### src/adccfg_cfg.svh
// Register offsets, field positions, writable masks and reset values of the ADC channel configuration block
`ifndef ADCCFG_CFG_SVH
`define ADCCFG_CFG_SVH
// ----------------------------------------
// Register offsets
// ----------------------------------------
`define ADCCFG_OFS_CTRL 8'h00
`define ADCCFG_OFS_MUX 8'h01
`define ADCCFG_OFS_IRQCTL 8'h02
`define ADCCFG_OFS_FLAGS 8'h03
`define ADCCFG_OFS_CMPL 8'h04
`define ADCCFG_OFS_CMPH 8'h05
`define ADCCFG_OFS_RESL 8'h06
`define ADCCFG_OFS_RESH 8'h07
`define ADCCFG_OFS_EVSTAT 8'h08
`define ADCCFG_OFS_EVMASK 8'h09
// ----------------------------------------
// Field positions
// ----------------------------------------
`define ADCCFG_CTRL_START 7
`define ADCCFG_CTRL_GAIN_HI 4
`define ADCCFG_CTRL_GAIN_LO 2
`define ADCCFG_CTRL_MODE_HI 1
`define ADCCFG_CTRL_MODE_LO 0
`define ADCCFG_MUX_POS_HI 6
`define ADCCFG_MUX_POS_LO 3
`define ADCCFG_MUX_NEG_HI 2
`define ADCCFG_MUX_NEG_LO 0
`define ADCCFG_IRQ_COND_HI 3
`define ADCCFG_IRQ_COND_LO 2
`define ADCCFG_IRQ_LVL_HI 1
`define ADCCFG_IRQ_LVL_LO 0
`define ADCCFG_FLAG_BIT 0
// ----------------------------------------
// Writable masks and reset values
// ----------------------------------------
`define ADCCFG_CTRL_WMASK 8'h9f
`define ADCCFG_MUX_WMASK 8'h7f
`define ADCCFG_IRQCTL_WMASK 8'h0f
`define ADCCFG_EV_WMASK 8'h03
`define ADCCFG_RST_BYTE 8'h00
`endif

### src/adccfg_pkg.sv
// Types of the ADC channel configuration block
package adccfg_pkg;
  typedef enum logic [1:0] {
    ADCCFG_IN_INTERNAL = 2'b00,
    ADCCFG_IN_SINGLE = 2'b01,
    ADCCFG_IN_DIFF = 2'b10,
    ADCCFG_IN_DIFF_GAIN = 2'b11
  } adccfg_input_kind_t;
  typedef enum logic [1:0] {
    ADCCFG_IRQ_COMPLETE = 2'b00,
    ADCCFG_IRQ_BELOW = 2'b01,
    ADCCFG_IRQ_RESERVED = 2'b10,
    ADCCFG_IRQ_ABOVE = 2'b11
  } adccfg_irq_cond_t;
  typedef enum logic [3:0] {
    ADCCFG_NEG_NONE = 4'h0,
    ADCCFG_NEG_PIN = 4'h1,
    ADCCFG_NEG_PAD_GND = 4'h2,
    ADCCFG_NEG_INT_GND = 4'h3
  } adccfg_neg_kind_t;
  typedef enum logic [2:0] {
    ADCCFG_POS_NONE = 3'h0,
    ADCCFG_POS_TEMP = 3'h1,
    ADCCFG_POS_BANDGAP = 3'h2,
    ADCCFG_POS_SUPPLY_TENTH = 3'h3,
    ADCCFG_POS_PIN = 3'h4
  } adccfg_pos_kind_t;
endpackage : adccfg_pkg

### src/adccfg_channel.sv
// ADC channel configuration, selection decode and interrupt flag logic
`timescale 1ns/10ps
`include "adccfg_cfg.svh"
// How it works
// - Gain code 000 to 110 gives 1x to 64x in powers of two and code 111 gives one half.
// - Gain is applied only in differential mode with gain; otherwise the gain stage is bypassed.
// - In unsigned mode input kind 00 picks an internal source, 01 a pin, and 10 and 11 are reserved.
// - In signed mode 00 and 01 act as unsigned, 10 is differential and 11 differential with gain.
// - Positive select sits in bits 6:3 and in internal mode picks temperature, bandgap or supply tenth.
// - In pin modes positive select n routes analog pin n to the positive input.
// - Negative select in bits 2:0 steers the negative input only in differential modes.
// - Differential without gain: 000-011 pins 0-3, 101 pad ground, 111 internal ground, others reserved.
// - Differential with gain: 000-011 pins 4-7, 100 internal ground, 111 pad ground, others reserved.
// - Condition field bits 3:2 fires the flag on complete 00, below 01, above 11, with 10 reserved.
// - Priority field bits 1:0 enables the channel request and sets its level while the flag is set.
// - The flag sets on completion or on a met compare and clears on vector execution or a written one.
// - Start bit 7 begins a conversion and is cleared by hardware once the conversion starts.
module adccfg_channel
  import adccfg_pkg::*;
#(
  parameter int RES_W = 12
) (
  // Clock and reset
  input wire logic clk,
  input wire logic srst,
  // Register port
  input wire logic [7:0] reg_addr,
  input wire logic [7:0] reg_wdata,
  input wire logic reg_wr,
  input wire logic reg_rd,
  output logic [7:0] reg_rdata,
  // Signed conversion setting from the converter controls
  input wire logic signed_conversion_select,
  // Conversion engine
  output logic conv_start,
  input wire logic conv_started,
  input wire logic conv_done,
  input wire logic [RES_W-1:0] conv_result,
  // Analog selections
  output logic [2:0] gain_select,
  output logic gain_enable,
  output adccfg_pos_kind_t pos_kind,
  output logic [3:0] pos_pin,
  output adccfg_neg_kind_t neg_kind,
  output logic [2:0] neg_pin,
  output logic input_reserved,
  // Interrupt controller
  output logic irq_request,
  output logic [1:0] irq_priority_level,
  input wire logic irq_vector_ack,
  // Event status interrupt
  output logic irq
);

  // ----------------------------------------
  // Registers
  // ----------------------------------------
  logic start_reg;
  logic [2:0] gain_reg;
  adccfg_input_kind_t channel_input_kind;
  logic [3:0] positive_input_select;
  logic [2:0] negative_input_select;
  adccfg_irq_cond_t irq_condition_select;
  logic [1:0] level_reg;
  logic flag_reg;
  logic [15:0] cmp_reg;
  logic [RES_W-1:0] res_reg;
  logic [1:0] evstat_reg;
  logic [1:0] evmask_reg;
  logic [7:0] rdata_next;
  logic cmp_met;
  logic flag_set;
  logic diff_with_amplification;
  logic diff_plain;
  logic [15:0] res_ext;
  logic [7:0] rd_addr_q;

  wire wr_ctrl = reg_wr && reg_addr == `ADCCFG_OFS_CTRL;
  wire wr_mux = reg_wr && reg_addr == `ADCCFG_OFS_MUX;
  wire wr_irqctl = reg_wr && reg_addr == `ADCCFG_OFS_IRQCTL;
  wire wr_flags = reg_wr && reg_addr == `ADCCFG_OFS_FLAGS;
  wire rd_evstat = reg_rd && reg_addr == `ADCCFG_OFS_EVSTAT;

  always_ff @(posedge clk) begin
    if (srst) begin
      start_reg <= 1'b0;
    end else if (wr_ctrl && reg_wdata[`ADCCFG_CTRL_START]) begin
      start_reg <= 1'b1;
    end else if (conv_started) begin
      start_reg <= 1'b0;
    end
  end

  always_ff @(posedge clk) begin
    if (srst) begin
      gain_reg <= 3'h0;
      channel_input_kind <= ADCCFG_IN_INTERNAL;
    end else if (wr_ctrl) begin
      gain_reg <= reg_wdata[`ADCCFG_CTRL_GAIN_HI:`ADCCFG_CTRL_GAIN_LO];
      channel_input_kind <= adccfg_input_kind_t'(reg_wdata[`ADCCFG_CTRL_MODE_HI:`ADCCFG_CTRL_MODE_LO]);
    end
  end

  always_ff @(posedge clk) begin
    if (srst) begin
      positive_input_select <= 4'h0;
      negative_input_select <= 3'h0;
    end else if (wr_mux) begin
      positive_input_select <= reg_wdata[`ADCCFG_MUX_POS_HI:`ADCCFG_MUX_POS_LO];
      negative_input_select <= reg_wdata[`ADCCFG_MUX_NEG_HI:`ADCCFG_MUX_NEG_LO];
    end
  end

  always_ff @(posedge clk) begin
    if (srst) begin
      irq_condition_select <= ADCCFG_IRQ_COMPLETE;
      level_reg <= 2'h0;
    end else if (wr_irqctl) begin
      irq_condition_select <= adccfg_irq_cond_t'(reg_wdata[`ADCCFG_IRQ_COND_HI:`ADCCFG_IRQ_COND_LO]);
      level_reg <= reg_wdata[`ADCCFG_IRQ_LVL_HI:`ADCCFG_IRQ_LVL_LO];
    end
  end

  always_ff @(posedge clk) begin
    if (srst) begin
      cmp_reg <= 16'h0000;
    end else if (reg_wr && reg_addr == `ADCCFG_OFS_CMPL) begin
      cmp_reg[7:0] <= reg_wdata;
    end else if (reg_wr && reg_addr == `ADCCFG_OFS_CMPH) begin
      cmp_reg[15:8] <= reg_wdata;
    end
  end

  always_ff @(posedge clk) begin
    if (srst) begin
      res_reg <= '0;
    end else if (conv_done) begin
      res_reg <= conv_result;
    end
  end

  // ----------------------------------------
  // Input mode and selection decode
  // ----------------------------------------
  assign diff_plain = signed_conversion_select && channel_input_kind == ADCCFG_IN_DIFF;
  assign diff_with_amplification = signed_conversion_select && channel_input_kind == ADCCFG_IN_DIFF_GAIN;

  always_comb begin
    pos_kind = ADCCFG_POS_NONE;
    pos_pin = 4'h0;
    input_reserved = 1'b0;
    if (channel_input_kind == ADCCFG_IN_INTERNAL) begin
      if (positive_input_select == 4'h0) begin
        pos_kind = ADCCFG_POS_TEMP;
      end else if (positive_input_select == 4'h1) begin
        pos_kind = ADCCFG_POS_BANDGAP;
      end else if (positive_input_select == 4'h2) begin
        pos_kind = ADCCFG_POS_SUPPLY_TENTH;
      end else begin
        input_reserved = 1'b1;
      end
    end else if (channel_input_kind == ADCCFG_IN_SINGLE || diff_plain || diff_with_amplification) begin
      pos_kind = ADCCFG_POS_PIN;
      pos_pin = positive_input_select;
    end else begin
      input_reserved = 1'b1;
    end
  end

  always_comb begin
    neg_kind = ADCCFG_NEG_NONE;
    neg_pin = 3'h0;
    if (diff_plain) begin
      if (!negative_input_select[2]) begin
        neg_kind = ADCCFG_NEG_PIN;
        neg_pin = {1'b0, negative_input_select[1:0]};
      end else if (negative_input_select == 3'h5) begin
        neg_kind = ADCCFG_NEG_PAD_GND;
      end else if (negative_input_select == 3'h7) begin
        neg_kind = ADCCFG_NEG_INT_GND;
      end
    end else if (diff_with_amplification) begin
      if (!negative_input_select[2]) begin
        neg_kind = ADCCFG_NEG_PIN;
        neg_pin = {1'b1, negative_input_select[1:0]};
      end else if (negative_input_select == 3'h4) begin
        neg_kind = ADCCFG_NEG_INT_GND;
      end else if (negative_input_select == 3'h7) begin
        neg_kind = ADCCFG_NEG_PAD_GND;
      end
    end
  end

  // Gain code passes through; 111 means one half in the gain stage
  assign gain_select = gain_reg;
  assign gain_enable = diff_with_amplification;
  assign conv_start = start_reg;

  // ----------------------------------------
  // Compare and channel flag
  // ----------------------------------------
  assign res_ext = signed_conversion_select ? 16'(signed'(res_reg)) : 16'(res_reg);

  always_comb begin
    cmp_met = 1'b0;
    if (irq_condition_select == ADCCFG_IRQ_BELOW) begin
      cmp_met = signed_conversion_select ? ($signed(res_ext) < $signed(cmp_reg)) : (res_ext < cmp_reg);
    end else if (irq_condition_select == ADCCFG_IRQ_ABOVE) begin
      cmp_met = signed_conversion_select ? ($signed(res_ext) > $signed(cmp_reg)) : (res_ext > cmp_reg);
    end
  end

  // Compare runs one cycle after the result is captured
  logic done_q;
  always_ff @(posedge clk) begin
    if (srst) begin
      done_q <= 1'b0;
    end else begin
      done_q <= conv_done;
    end
  end

  assign flag_set = done_q && (irq_condition_select == ADCCFG_IRQ_COMPLETE || cmp_met);

  always_ff @(posedge clk) begin
    if (srst) begin
      flag_reg <= 1'b0;
    end else if (flag_set) begin
      flag_reg <= 1'b1;
    end else if (irq_vector_ack || (wr_flags && reg_wdata[`ADCCFG_FLAG_BIT])) begin
      flag_reg <= 1'b0;
    end
  end

  assign irq_request = flag_reg && level_reg != 2'h0;
  assign irq_priority_level = level_reg;

  // ----------------------------------------
  // Event status: bit0 flag set, bit1 start taken
  // ----------------------------------------
  always_ff @(posedge clk) begin
    if (srst) begin
      evstat_reg <= 2'h0;
    end else begin
      evstat_reg <= (rd_evstat ? 2'h0 : evstat_reg) | {start_reg && conv_started, flag_set};
    end
  end

  always_ff @(posedge clk) begin
    if (srst) begin
      evmask_reg <= 2'h0;
    end else if (reg_wr && reg_addr == `ADCCFG_OFS_EVMASK) begin
      evmask_reg <= reg_wdata[1:0];
    end
  end

  assign irq = |(evstat_reg & evmask_reg);

  // ----------------------------------------
  // Read path, reserved bits read as zero
  // ----------------------------------------
  assign rd_addr_q = reg_addr;
  always_comb begin
    rdata_next = 8'h00;
    if (rd_addr_q == `ADCCFG_OFS_CTRL) begin
      rdata_next = {start_reg, 2'b00, gain_reg, channel_input_kind};
    end else if (rd_addr_q == `ADCCFG_OFS_MUX) begin
      rdata_next = {1'b0, positive_input_select, negative_input_select};
    end else if (rd_addr_q == `ADCCFG_OFS_IRQCTL) begin
      rdata_next = {4'h0, irq_condition_select, level_reg};
    end else if (rd_addr_q == `ADCCFG_OFS_FLAGS) begin
      rdata_next = {7'h00, flag_reg};
    end else if (rd_addr_q == `ADCCFG_OFS_CMPL) begin
      rdata_next = cmp_reg[7:0];
    end else if (rd_addr_q == `ADCCFG_OFS_CMPH) begin
      rdata_next = cmp_reg[15:8];
    end else if (rd_addr_q == `ADCCFG_OFS_RESL) begin
      rdata_next = res_ext[7:0];
    end else if (rd_addr_q == `ADCCFG_OFS_RESH) begin
      rdata_next = res_ext[15:8];
    end else if (rd_addr_q == `ADCCFG_OFS_EVSTAT) begin
      rdata_next = {6'h00, evstat_reg};
    end else if (rd_addr_q == `ADCCFG_OFS_EVMASK) begin
      rdata_next = {6'h00, evmask_reg};
    end
  end

  always_ff @(posedge clk) begin
    if (srst) begin
      reg_rdata <= 8'h00;
    end else if (reg_rd) begin
      reg_rdata <= rdata_next;
    end else begin
      reg_rdata <= 8'h00;
    end
  end

  // ----------------------------------------
  // Checks
  // ----------------------------------------
  a_start_clear: assert property (@(posedge clk) disable iff (srst)
    start_reg && conv_started && !wr_ctrl |=> !start_reg) else $error("start bit not cleared");
  a_start_set: assert property (@(posedge clk) disable iff (srst)
    wr_ctrl && reg_wdata[`ADCCFG_CTRL_START] |=> start_reg) else $error("start bit not set");
  a_start_hold: assert property (@(posedge clk) disable iff (srst)
    start_reg && !conv_started |=> start_reg) else $error("start bit dropped early");
  a_flag_sets: assert property (@(posedge clk) disable iff (srst)
    conv_done && irq_condition_select == ADCCFG_IRQ_COMPLETE && !wr_irqctl ##1 1'b1 |=> flag_reg)
    else $error("flag missed completion");
  a_flag_w1c: assert property (@(posedge clk) disable iff (srst)
    wr_flags && reg_wdata[`ADCCFG_FLAG_BIT] && !flag_set |=> !flag_reg) else $error("flag not cleared");
  a_flag_vector: assert property (@(posedge clk) disable iff (srst)
    irq_vector_ack && !flag_set |=> !flag_reg) else $error("flag kept after vector");
  a_rsvd_cond: assert property (@(posedge clk) disable iff (srst)
    done_q && irq_condition_select == ADCCFG_IRQ_RESERVED && !flag_reg |=> !flag_reg)
    else $error("reserved condition set flag");
  a_irq_enable: assert property (@(posedge clk) disable iff (srst)
    wr_irqctl && reg_wdata[`ADCCFG_IRQ_LVL_HI:`ADCCFG_IRQ_LVL_LO] == 2'h0 |=> !irq_request)
    else $error("request while disabled");
  a_irq_raise: assert property (@(posedge clk) disable iff (srst)
    flag_set && level_reg != 2'h0 && !wr_irqctl |=> irq_request) else $error("request missing");
  a_gain_only: assert property (@(posedge clk) disable iff (srst)
    gain_enable |-> signed_conversion_select && channel_input_kind == ADCCFG_IN_DIFF_GAIN)
    else $error("gain outside gain mode");
  a_unsigned_rsvd: assert property (@(posedge clk) disable iff (srst)
    !signed_conversion_select && channel_input_kind[1] |-> input_reserved && neg_kind == ADCCFG_NEG_NONE)
    else $error("reserved kind not flagged");
  a_internal_rsvd: assert property (@(posedge clk) disable iff (srst)
    channel_input_kind == ADCCFG_IN_INTERNAL && positive_input_select > 4'h2 |-> input_reserved)
    else $error("reserved source not flagged");
  a_neg_ignored: assert property (@(posedge clk) disable iff (srst)
    !channel_input_kind[1] |-> neg_kind == ADCCFG_NEG_NONE) else $error("negative select used");
  a_neg_gain_pin: assert property (@(posedge clk) disable iff (srst)
    diff_with_amplification && neg_kind == ADCCFG_NEG_PIN |-> neg_pin[2]) else $error("gain pin wrong");
  a_pos_pin: assert property (@(posedge clk) disable iff (srst)
    channel_input_kind == ADCCFG_IN_SINGLE |-> pos_kind == ADCCFG_POS_PIN && pos_pin == positive_input_select)
    else $error("positive pin wrong");
  a_rsvd_zero: assert property (@(posedge clk) disable iff (srst)
    $past(reg_rd) && $past(reg_addr) == `ADCCFG_OFS_MUX |-> !reg_rdata[7]) else $error("reserved bit read");

endmodule : adccfg_channel

### config.mk
export PLATFORM = sky130hd
export DESIGN_NAME = adccfg_channel
export DESIGN_NICKNAME = d
export VERILOG_FILES = /design/src/adccfg_pkg.sv /design/src/adccfg_channel.sv
export VERILOG_INCLUDE_DIRS = /design/src
export SDC_FILE = /design/constraint.sdc
export NUM_CORES = 1
export LEC_CHECK = 0
export ABC_AREA = 0
export BUFFER_PORTS_ARGS = -buffer_cell sky130_fd_sc_hd__buf_2
export CAP_MARGIN = 10
export CORE_MARGIN = 2
export CORE_UTILIZATION = 52
export CTS_CLUSTER_DIAMETER = 30
export DETAILED_ROUTE_END_ITERATION = 10
export PLACE_DENSITY = 0.79
export SLEW_MARGIN = 10
export SYNTH_ARGS = -nofsm -noshare
export SYNTH_HDL_FRONTEND = slang
export SYNTH_SLANG_ARGS = --single-unit
### constraint.sdc
create_clock -name clk -period 6.2 [get_ports clk]
set_input_delay 0.93 -clock clk [delete_from_list [all_inputs] [get_ports clk]]
set_output_delay 0.93 -clock clk [all_outputs]
set_load 0.01 [all_outputs]
# After elaboration in Yosys (flattened, before gate mapping)
# Cells that the tools add are included.
[totals] regBits=59 output_inout_bits=32 word_cells=117
[classes] n_lt_le_gt_ge=4 eq_ne=19 muxes=44 bitwise=4 n_reduce_logical=30
[op_table] operator="8-bit 2-to-1 mux" n=8
[op_table] operator="8-bit by 3-bit == test with 1-bit output (second input constant)" n=4
[op_table] operator="16-bit greater-than comparator" n=2
[op_table] operator="16-bit < comparator" n=2
[op_table] operator="2-bit 2-to-1 mux" n=14
[op_table] operator="8-bit by 2-bit == test with 1-bit output (second input constant)" n=2
[op_table] operator="8-bit by 4-bit == test with 1-bit output (second input constant)" n=2
[op_table] operator="16-bit 2-to-1 mux" n=1
[op_table] operator="1-bit logical AND" n=15
[op_table] operator="3-bit 2-to-1 mux" n=5
[op_table] operator="1-bit 2-to-1 mux" n=13
[op_table] operator="4-bit 2-to-1 mux" n=3
[op_table] operator="3-bit == test (second input constant)" n=3
[op_table] operator="8-bit by 1-bit == test with 1-bit output (second input constant)" n=1
[op_table] operator="8-bit zero test" n=1
[op_table] operator="2-bit == test (second input constant)" n=3
[op_table] operator="2-bit nonzero test" n=3
[op_table] operator="2-bit by 1-bit == test with 1-bit output (second input constant)" n=2
[op_table] operator="4-bit by 1-bit == test with 1-bit output (second input constant)" n=1
[op_table] operator="4-bit by 2-bit == test with 1-bit output (second input constant)" n=1
[op_table] operator="2-bit zero test" n=2
[op_table] operator="4-bit zero test" n=1
[op_table] operator="1-bit logical OR" n=4
[op_table] operator="2-bit OR reduction" n=2
[op_table] operator="5 further kinds" n=6

# Longest topological paths before layout
[logic_depth] word_depth=11 depth_mapped=9 ltp_nobuf=9

# Worst setup path after synthesis
# No wires, ideal clock.
[synth_timing] path_type="input to register" start="input reg_addr[7]" end="register irq_condition_select[0]" arrival_time_ps=2584 t_required_ps=6072 setup_slack_ps=3489 stages=7 path_buffers=2 path_cell_list="or4_4 -> or3_1 -> buf_6 -> or3_1 -> buf_2 -> mux2i_1 -> nor2_1"
[synth_between] elab_chain_cells=2
[synth_lines] item="from (decl)" line_no="adccfg_channel.sv:27" text="input wire logic [7:0] reg_addr,"
[synth_lines] item="8-bit by 2-bit == test with 1-bit output (no source line)"
[synth_lines] item="1-bit logical AND (no source line)"
[synth_lines] item="to (signal assigned)" line_no="adccfg_channel.sv:119" text="irq_condition_select <= adccfg_irq_cond_t'(reg_wdata[`ADCCFG_IRQ_COND_HI:`ADCCFG_IRQ_COND_LO]);"
[synth_lines] item="to (decl)" line_no="adccfg_channel.sv:63" text="adccfg_irq_cond_t irq_condition_select;"
# Every way passes these cells.
# A chain may end at the register's enable or synchronous reset.

# Final worst setup path
[layout_timing] start="input reg_addr[7]" end="register positive_input_select[1]"
[layout_between] elab_chain_cells=2
[layout_lines] item="8-bit by 1-bit == test with 1-bit output (no source line)"
[layout_lines] item="1-bit logical AND (no source line)"
[layout_lines] item="to (signal assigned)" line_no="adccfg_channel.sv:109" text="positive_input_select <= reg_wdata[`ADCCFG_MUX_POS_HI:`ADCCFG_MUX_POS_LO];"
[layout_lines] item="to (decl)" line_no="adccfg_channel.sv:61" text="logic [3:0] positive_input_select;"
# Every way passes these cells.

==> results.py <==
metrics = {
    "critical_path": {
        "critPathKind": "input pin to flop",
        "end_kind": "flop",
        "path_max_fanout": 11,
        "path_cells": "buf_2 -> or4_4 -> or3_1 -> nor3_1 -> nand2_1 -> nand2_1 -> a21oi_1",
        "rr_worst_depth": 9,
        "cpLargestDelayFamily": "simple AND/OR/NAND/NOR gates",
        "crit_path_max_incr_delay_ps": 890,
        "timing.critical_path.buf_inv": 1,
        "critPathLaunchType": "input pin",
        "cpMaxStageDelayCell": "nor3_1",
        "arrival_ps": 3530,
        "worst-endpoint-required_ps": 6380,
        "crit_path_frequent_cell": "nand2_1",
        "cp_num_cells": 7,
    },
    "place": {
        "postPlaceCellArea_um2": 3470,
        "dp_hpwl_um": 5910,
        "io_buffer_count": 65,
        "globalplace.congestion": 0.896,
    },
    "global_route": {
        "gr-usage-met2_pct": 41.8,
        "global_route.usage.met3_pct": 7.91,
        "via_count_of_the_first_global_routing_pass": 2640,
        "total_routing_resource_utilization_after_global_routing_pct": 26.1,
        "largest_net_degree_at_the_start_of_global_routing": 55,
        "use_met1_pct": 33.6,
        "globalRoute.busiestLayer": "met2",
        "number_of_antenna_violations_at_the_first_check_in_global_routing": 0,
        "grt_overflow_total": 0,
        "grt_first_pass_wirelength_um": 13000,
    },
    "clocking": {
        "cts_tree": "built",
        "clock-root-buffer": "clkbuf_8",
        "insertion_delay_ps": 350,
        "tritoncts.num_buffers": 9,
        "path_clk_slew_ps": 60,
        "cts.repair.resized": 0,
        "cts_hold_repair.buffers": 0,
        "clock_tree_sinks": 59,
        "cts.htree.levels": 3,
        "post_cts_buffers": 0,
        "cts-root-to-sink-buffers": 2,
    },
    "routing": {
        "first_iter_violations": 253,
        "post_drt_via_cell_ratio": 5.82,
        "final_wl_um": 8160,
        "detail_route.first_pass.iterations": 6,
        "vias_after_detailed_routing": 2940,
        "ant_nets": 0,
        "drc_violations_left": 0,
        "per_cell_routed_wire_length_um": 16.1,
    },
    "floorplan": {
        "core_area_um2": 5890,
        "die_y_um": 81.9,
        "std_cell_rows": 28,
        "initial_utilization_pct": 53.6,
        "die_area_um2": 6700,
        "io_pins": 68,
        "die_width_um": 81.9,
    },
    "power_and_ir_drop": {
        "cellPowerDensity_nw_per_um2": 215,
        "max-vdd-ir-drop_mv": 0.153,
        "power_leakage_nw": 1.66,
        "p_total_w": 0.000784,
    },
    "logic_synthesis": {
        "synth.cells.most_frequent": "dfxtp_1, nor2_1, mux2i_1",
        "synth_enable_flop_cells": 0,
        "synthTopCellsByArea": "dfxtp_1, mux2i_1, nor2_1",
        "syn_area_per_cell_um2": 8.52,
        "syn_inst_count": 370,
        "post_synthesis_sequential_area_ratio_pct": 37.5,
        "yosys_most_used_dff": "dfxtp_1",
        "mappedNetlistArea_um2": 3150,
        "post-synth-top-count-cell": "dfxtp_1",
        "number_of_synthesized_register_bits": 59,
        "synth_top_cell_area_share_pct": 37.5,
        "yosys_warnings": 0,
        "synth-async-reset-ratio_pct": 0,
        "synth_top_cell_by_area": "dfxtp_1",
        "ys_types": 48,
    },
    "layout": {
        "design.final.nets": 474,
        "largest_reg_flops": 16,
        "antenna-diode-count": 0,
        "layout-drive-gt1-share_pct": 20.7,
        "design_area_um2": 3640,
        "areaGrowthSynthToFinish_pct": 15.6,
        "utilization_pct": 61.9,
    },
    "sta": {
        "final-setup-viol-count": 0,
        "fmax_mhz": 299,
        "time_the_worst_path_needs_with_i_o_delays_and_setup_ps": 3340,
        "setup_tns_ps": 0,
        "final-max-slew-violation-count": 0,
        "timing_worst_slew_pin_value_ps": 1090,
        "relSlewSlack_pct": 26.9,
        "rsz0062_at_grt": "no",
        "timing_hold_violations_final": 0,
        "min_period_over_period_pct": 53.9,
        "finClkSkew_ps": 14.7,
    },
    "run": {
        "maximum_capacitance_violations": 0,
    },
    "min_path": {
        "hold_path_class": "flop to flop",
        "holdPathStages": 2,
    },
    "outcome": {
        "run_status": "completed",
    },
}
power breakdown:
group / internal (W) / switching, W / leakage (nW)
registers: 0.000386 / 0.00000600 / 0.478
logic: 0.0000310 / 0.0000444 / 1.09
clock network: 0.000166 / 0.000151 / 0.0905
worst reg2reg max path, delay by kind of cell (launching register included):
kind / cells / cell delay (ps)
compound gates: 4 / 890
fa+ha+maj: 1 / 290
buf+inv: 1 / 150
flops: 1 / 420
mux: 1 / 290
simple gates: 2 / 310
cell usage in the layout, fill, tap and decap left out, types with 13 or more instances in the layout:
cell type and instances:
ha_1 13, mux2i_1 37, nand2_1 26, nor2_1 46, a21oi_1 29, inv_1 22
buf_2 65, nand3_1 21, nor3_1 13, dfxtp_1 59
kinds of logic (layout without fill, tap and decap cells):
group	after synthesis	count (layout)	synth area share [%]
XOR/XNOR	1	1	0.278
multiplexers	44	44	16.4
adder cells (fa/ha/maj)	13	13	5.16
AND/OR/NAND/NOR	141	141	21.6
flip-flops	59	59	37.5
AO/OA/AOI/OAI	67	67	13.1
other	1	2	0.119
buffers and inverters	44	103	5.91
path summary, 6_finish.rpt:
| path | from | endpoint | slack (ps) |
|---|---|---|---|
| min | gain_select[1] | gain_select[1] | 480 |
| min reg2reg | gain_select[1] | gain_select[1] | 480 |
| max | reg_addr[7] | positive_input_select[1] | 2860 |
| max reg2reg | res_reg[11] | flag_reg | 3750 |
routing by layer:
metal | part of all wire, % | vias to the layer above
li1 | - | 1421
met1 | 42 | 1367
met2 | 47 | 141
met3 | 9.0 | 11
met4 | 1.4 | 0
met5 | 0 | -
final cells by class:
cell class              instances  area [um2]
fillers                       540        2240
multi-input cells             268        1790
flip-flops and latches         59        1180
repair buffers                 65         325
clock buffers                  14         163
well taps                      75        93.8
inverters                      22        82.6
clock inverters                 2        10.0
through the flow:
step | hold slack, ps | std cells | setup WS, ps
2_1_floorplan | 463 | 371 | 3490
3_3_place_gp | 462 | 489 | 2630
3_5_place_dp | 471 | 489 | 2570
4_1_cts | 480 | 505 | 2910
5_1_grt | 498 | 505 | 2710
6_report | 480 | 505 | 2860
No activity file was read; power rests on OpenSTA's default activity.
